File: config.mk
export PLATFORM = sky130hd
export DESIGN_NAME = bpm_monitor
export DESIGN_NICKNAME = d
export VERILOG_FILES = /design/src/verilog/bpm_pkg.sv /design/src/verilog/bpm_monitor.sv
export VERILOG_INCLUDE_DIRS = /design/src /design/src/verilog
export SDC_FILE = /design/constraint.sdc
export NUM_CORES = 1
export LEC_CHECK = 0
export BUFFER_PORTS_ARGS = -buffer_cell sky130_fd_sc_hd__buf_2
export CORE_MARGIN = 2
export CORE_UTILIZATION = 30
export DETAILED_ROUTE_END_ITERATION = 8
export HOLD_SLACK_MARGIN = 0.02
export PLACE_DENSITY = 0.5
export SYNTH_ARGS = -nofsm -noshare
export SYNTH_HDL_FRONTEND = slang
export SYNTH_SLANG_ARGS = --single-unit
File: constraint.sdc
create_clock -name core_clk -period 6.2 [get_ports core_clk]
set_input_delay 1.24 -clock core_clk [delete_from_list [all_inputs] [get_ports core_clk]]
set_output_delay 1.24 -clock core_clk [all_outputs]
set_load 0.01 [all_outputs]
File: src/verilog/bpm_cfg.svh
`ifndef BPM_CFG_SVH
`define BPM_CFG_SVH
`define BPM_OFS_SELECT 8'h00
`define BPM_OFS_STATUS 8'h04
`define BPM_OFS_COUNT0 8'h08
`define BPM_OFS_LAST 8'h20
`define BPM_SEL_RESET 32'h0000_0000
`define BPM_MODE_LSB 0
`define BPM_FIELD1_LSB 20
`define BPM_FIELD_STEP 3
`define BPM_CLK_MHZ 133
`endif

File: src/verilog/bpm_pkg.sv
`default_nettype none
package bpm_pkg;
  typedef enum logic [1:0] {
    BPM_HALT,
    BPM_SOUTH,
    BPM_NORTH,
    BPM_SDRAM
  } bpm_mode_type;
  typedef struct packed {
    logic [7:0] addr;
    logic [31:0] wdata;
    logic wr;
    logic rd;
  } bpm_req_type;
  typedef struct packed {
    logic [3:0] southOcc;
    logic [3:0] southDur;
    logic [3:0] northOcc;
    logic [3:0] northDur;
    logic [7:0] pageHit;
    logic [7:0] pageMiss;
  } bpm_events_type;
endpackage : bpm_pkg
`default_nettype wire

File: src/verilog/bpm_monitor.sv
`include "bpm_cfg.svh"
`default_nettype none
// Contract
// - Seven independent 27-bit event counters.
// - A wrapping counter sets its overflow status bit and keeps counting from zero.
// - All overflow status bits are ORed into one interrupt output.
// - Occurrence selection adds one per event.
// - Duration selection adds one per bus clock while the condition holds.
// - Counters advance on the bus clock.
// - Select register holds seven 3-bit fields and a 2-bit mode.
// - Counter 1 field at bits 22..20, counter 7 at 4..2, descending steps.
// - Field top bit 1 picks duration on AHB, page miss on SDRAM.
// - Field top bit 0 picks occurrence on AHB, page hit on SDRAM.
// - Field low two bits pick the specific event; on SDRAM, counters 5 to 7 add four to the bank.
// - Select bits 1..0 hold the mode: halt, south, north, SDRAM.
// - The mode applies to all counters together.
// - Mode 00 halt, 01 south AHB, 10 north AHB.
// - Halt freezes all counters at once; leaving halt clears them.
// - Any select write with a non-halt mode clears and starts counters.
// - Reset puts the select register at zero, which is halt.
// - Writing one to a status bit clears it.
module bpm_monitor #(
  parameter int NUM_COUNTERS = 7,
  parameter int COUNT_WIDTH = 27
) (
  input wire logic core_clk,
  input wire logic rst_n,
  input wire bpm_pkg::bpm_req_type busReq,
  output logic [31:0] rdData,
  input wire bpm_pkg::bpm_events_type busEvents,
  output logic overflowIrq
);
  import bpm_pkg::*;

  // The field layout is fixed by the select register, so only seven counters fit.
  if (NUM_COUNTERS != 7) begin : g_bad_count
    $error("bpm_monitor: NUM_COUNTERS must be 7");
  end
  // Read data is one word wide, so a counter cannot be wider than 32 bits.
  if (COUNT_WIDTH < 2 || COUNT_WIDTH > 32) begin : g_bad_width
    $error("bpm_monitor: COUNT_WIDTH must lie in 2..32");
  end

  ////////////////////////////////////////////////////////////////////////////
  // Event inputs come from other bus logic and are synchronised first.
  // The two flops cost two cycles of latency, but each level is still counted once per clock.

  bpm_events_type evtMeta_r;
  bpm_events_type evtSync_r;

  always_ff @(posedge core_clk) begin
    if (!rst_n) begin
      evtMeta_r <= '0;
      evtSync_r <= '0;
    end else begin
      evtMeta_r <= busEvents;
      evtSync_r <= evtMeta_r;
    end
  end

  ////////////////////////////////////////////////////////////////////////////
  // Register decode.

  logic selWrite;
  logic statWrite;
  logic [31:0] select_r;
  bpm_mode_type mode;

  assign selWrite = busReq.wr && (busReq.addr == `BPM_OFS_SELECT);
  assign statWrite = busReq.wr && (busReq.addr == `BPM_OFS_STATUS);
  assign mode = bpm_mode_type'(select_r[`BPM_MODE_LSB +: 2]);

  always_ff @(posedge core_clk) begin
    if (!rst_n) begin
      select_r <= `BPM_SEL_RESET;
    end else if (selWrite) begin
      // Bits above the top field are not stored and read back as zero.
      // select register layout
      select_r <= {9'h000, busReq.wdata[22:0]};
    end
  end

  // A halt write keeps the counts, so software can read a frozen snapshot.
  // leaving halt clears; non-halt write restarts
  logic clearAll;
  assign clearAll = selWrite && (busReq.wdata[1:0] != 2'h0);

  ////////////////////////////////////////////////////////////////////////////
  // Counters.

  logic [COUNT_WIDTH-1:0] count_r [NUM_COUNTERS];
  logic [NUM_COUNTERS-1:0] wrapHit;
  logic [NUM_COUNTERS-1:0] status_r;

  genvar gi;
  generate
    for (gi = 0; gi < NUM_COUNTERS; gi++) begin : g_cnt
      logic [2:0] field;
      logic evtHit;
      assign field = select_r[`BPM_FIELD1_LSB - `BPM_FIELD_STEP * gi +: 3];

      always_comb begin
        evtHit = 1'b0;
        case (mode)
          // south AHB; type and event pick
          BPM_SOUTH: evtHit = field[2] ? evtSync_r.southDur[field[1:0]]
                                       : evtSync_r.southOcc[field[1:0]];
          BPM_NORTH: evtHit = field[2] ? evtSync_r.northDur[field[1:0]]
                                       : evtSync_r.northOcc[field[1:0]];
          // SDRAM page miss or hit, bank from low bits and counter
          BPM_SDRAM: evtHit = field[2] ? evtSync_r.pageMiss[{1'b0, field[1:0]} + 3'(gi & 4)]
                                       : evtSync_r.pageHit[{1'b0, field[1:0]} + 3'(gi & 4)];
          default: evtHit = 1'b0;
        endcase
      end

      assign wrapHit[gi] = evtHit && (&count_r[gi]);

      // Plain binary overflow wraps to zero; the count never saturates.
      // counter on bus clock; one per event or clock
      always_ff @(posedge core_clk) begin
        if (!rst_n || clearAll) begin
          count_r[gi] <= '0;
        end else if (evtHit) begin
          count_r[gi] <= count_r[gi] + 1'b1;
        end
      end

    end
  endgenerate

  // Set beats clear, so a wrap that lands on a clear write is never lost.
  // sticky overflow; write one clears, new wrap wins
  always_ff @(posedge core_clk) begin
    if (!rst_n) begin
      status_r <= '0;
    end else begin
      status_r <= (status_r & ~(statWrite ? busReq.wdata[NUM_COUNTERS-1:0] : '0)) | wrapHit;
    end
  end

  assign overflowIrq = |status_r;

  ////////////////////////////////////////////////////////////////////////////
  // Read data, one cycle after the strobe, zero otherwise.
  // Counters narrower than a word read back with zeros above them.

  logic [31:0] rd_nxt;
  logic [7:0] cntIdx;
  assign cntIdx = (busReq.addr - `BPM_OFS_COUNT0) >> 2;

  always_comb begin
    rd_nxt = 32'h0000_0000;
    if (busReq.rd) begin
      if (busReq.addr == `BPM_OFS_SELECT) begin
        rd_nxt = select_r;
      end else if (busReq.addr == `BPM_OFS_STATUS) begin
        rd_nxt = 32'(status_r);
      end else if (busReq.addr >= `BPM_OFS_COUNT0 && busReq.addr[1:0] == 2'h0
                   && cntIdx < 8'(NUM_COUNTERS)) begin
        rd_nxt = 32'(count_r[cntIdx[2:0]]);
      end
    end
  end

  always_ff @(posedge core_clk) begin
    if (!rst_n) begin
      rdData <= 32'h0000_0000;
    end else begin
      rdData <= rd_nxt;
    end
  end
endmodule : bpm_monitor
`default_nettype wire

==> summary.md <==
| Metric | Value |
|---|---|
| Layout cell share with drive strength beyond 1 | `16.52%` |
| FF/Latch Area | `8098 µm²` |
| Die height | `240.1 µm` |
| Post-synth cell types | `52` |
| First-pass GRT wire length | `70760 µm` |
| Post-route cell area | `19060 µm²` |
| Filler Cell Count | `5597` |
| Synth async-reset ratio | `0%` |
| RSZ-0062 raised after global routing | `false` |
| Critical Path AT | `3660 ps` |
| Clk pwr share | `45.8%` |
| Class of the worst hold path | `reg2reg` |
| Critical path class | `in2reg` |
| CTS sink count | `310` |
| Worst vdd ir | `0.1644 mV` |
| Overall fraction of global-route tracks in use | `16.20%` |
| Total Neg Setup Slack | `0 ps` |
| Clk root buf | `clkbuf_16` |
| Status | `complete, no violations` |
| Commonest cells after routing, fill and taps aside | `nor2_1 (273), edfxtp_1 (189), xor2_1 (121), dfxtp_1 (121), buf_2 (93)` |
| Sequential Power Share | `48.3%` |
| Number of port buffers | `94` |
| Slew margin rel. | `17.39%` |
| Synthesis-stage register bit count | `310` |
| Power Internal | `3.669 mW` |
| DR WL/cell | `19.32 µm` |
| Core area | `55090 µm²` |
| IO Pins | `109` |
| Worst path required time | `6220 ps` |
| Die Wd | `240.1 µm` |
| Initial Utilization | `30.35%` |
| Endpoints failing setup | `0` |
| Grt ovf | `0` |
| H-tree Lvls | `2` |
| Remaining antenna violation count | `0` |
| Post-CTS sizing | `0` |
| Vias | `11922` |
| Iteration-0 DRC Markers | `855` |
| Largest net degree at the start of global routing | `74` |
| Tcrit/Tclk final | `58.82%` |
| Cell Area, Synth | `16720 µm²` |
| Part of the power in combinational logic | `5.9%` |
| Vias in the first global route | `11739` |
| Clock Skews | `15.68 ps` |
| Cts bufs inserted | `37` |
| Final Hold Viols | `0` |
| Syn_area_per_cell | `10.81 µm²` |
| Startpoint types | `primary input` |
| CTS tree | `built` |
| # nets final | `1695` |
| CTS clk-pin slew, worst paths | `60 ps` |
| Post-CTS Hold Buffers | `0` |
| Post-CTS setup buffers | `0` |
| Crit path max fanout | `32` |
| Fin crit period | `3647 ps` |
| Tightest Pin Transition | `1239 ps` |
| Crit. End Element | `flip-flop` |
| Gpl congestion | `0.8532` |
| Die area | `57640 µm²` |
| Clock buffer depth | `3` |
| Post-synth EDFFs | `189` |
| Syn. warnings | `0` |
| Ys flop type | `edfxtp_1` |
| Area Overhead vs Synth | `13.99%` |
| Commonest non-fill, non-tap cell in the layout | `nor2_1` |
| First drt pass iteration count | `5` |
| Drc violations | `0` |
| Sequential area share after synthesis | `48.43%` |
| Sw Pwr | `1.145 mW` |
| Post-detail-place hpwl | `33410 µm` |
| Fin. max-slew vios | `0` |
| Switching Share | `23.78%` |
| Vias per cell | `4.990` |
| Post-detailed-placement cell area | `17840 µm²` |
| Max-Cap Viols | `0` |
| P per Cell Area | `252.6 nW/µm²` |
| Area of the multi-input gates | `8110 µm²` |
| Routed WL | `46170 µm` |
| Initial antenna violation count | `2` |
| Leak | `6.553 nW` |
| Syn Inst Count | `1546` |
| Std cell rows | `86` |
| Fmax | `0.2742 GHz` |
| Skew-Pair Late Insertion Delay | `550 ps` |
[layout make-up]
type / instances / area share (%)
Multi-Input combinational cell: 1127 / 42.56
Sequential cell: 310 / 42.49
Clock buffer: 56 / 5.889
Tap cell: 748 / 4.911
Timing Repair Buffer: 112 / 3.191
Clock inverter: 12 / 0.4989
Inverter: 23 / 0.4530
Antenna cell: 1 / 0.01313
[synthesized netlist by cell type, drive strengths merged (2+ instances only)]
cell	n	area (µm²)
nand3	89	445.4
xnor2	55	481.7
nor4	12	75.07
nand2b	4	25.02
mux4	69	1554
o31ai	5	37.54
o311a	2	20.02
mux2i	74	740.7
nand4	59	369.1
a22oi	2	15.01
clkbuf	42	158.9
inv	23	86.33
edfxtp	189	5675
o22a	5	43.79
nor3	20	110.1
o21ai	26	220.2
and3	25	156.4
o22ai	8	50.05
a21oi	28	140.1
a21boi	2	15.01
and3b	2	17.52
dfxtp	121	2422
xor2	121	1060
nor3b	2	15.01
nor2	273	1025
and2	68	425.4
or3	2	17.52
nand2	79	299.0
buf	48	299.0
or4	2	15.01
nor2b	27	168.9
a211oi	27	202.7
or2	3	21.27
ha	8	100.1
and4	17	148.9
[sequential cells by signal, indices dropped and copies added (netlist names)]
register   cells
count_r      189
select_r      23
rdData        27
evtSync_r     32
status_r       7
evtMeta_r     32
[metrics by stage]
| step | power (mW) | worst slack [ps] | utilization [%] | hold WS [ps] | std cells |
|---|---|---|---|---|---|
| 2_1_floorplan | 2.536 | 2305 | - | 411.9 | 1550 |
| 3_3_place_gp | 2.649 | 1983 | 32.38 | 422.7 | 2320 |
| 3_5_place_dp | 2.652 | 1941 | 32.38 | 419.2 | 2320 |
| 4_1_cts | 4.865 | 2545 | 34.59 | 429.2 | 2388 |
| 5_1_grt | 4.972 | 2327 | 34.59 | 443.9 | 2389 |
| 6_report | 4.814 | 2553 | 34.59 | 425.8 | 2389 |
[power groups by stage]
stage | sequential, mW | clock, mW | combinational (mW)
2_1_floorplan | 2.34 | 0 | 0.199
6_report | 2.33 | 2.20 | 0.283
3_5_place_dp | 2.37 | 0 | 0.285
5_1_grt | 2.33 | 2.33 | 0.309
3_3_place_gp | 2.36 | 0 | 0.284
4_1_cts | 2.32 | 2.25 | 0.287
[per-layer routing]
layer  vias up  wire [µm]  GRT usage [%]  part of all wire, %
li1       5687          -              -                    -
met1      5860      21120          22.31                   46
met2       310      21270          25.70                   46
met3        63       2470          2.882                  5.4
met4         2       1292          5.421                  2.8
met5         -         14              0                0.030
[cell families (layout without fill, tap and decap cells)]
kind of cell | count (synthesis) | in the layout | share of synthesized area [%]
fa+ha+maj | 8 | 8 | 0.5987
xor+xnor | 176 | 176 | 9.219
compound gates | 107 | 107 | 4.542
flops | 310 | 310 | 48.43
mux | 143 | 143 | 13.72
other cells | 1 | 6 | 0.02243
simple gates | 688 | 688 | 20.20
buf+inv | 113 | 203 | 3.255
[critical path, stage by stage]
cell and delay (ps):
buf_4 410, nand4bb_2 310, o21a_1 690, nand2_1 930
[worst paths after layout]
check,endpoint,from,slack [ps],cells after the start
min reg2reg,evtSync_r[7]$_SDFF_PN0_,evtMeta_r[7]$_SDFF_PN0_,430,1
max,count_r[5][20]$_SDFFCE_PN0P_,busReq[36],2550,4
min,evtSync_r[7]$_SDFF_PN0_,evtMeta_r[7]$_SDFF_PN0_,430,1
max reg2reg,count_r[5][20]$_SDFFCE_PN0P_,select_r[6]$_SDFFE_PN0P_,3230,5
Power figures use the tool's default switching activity.
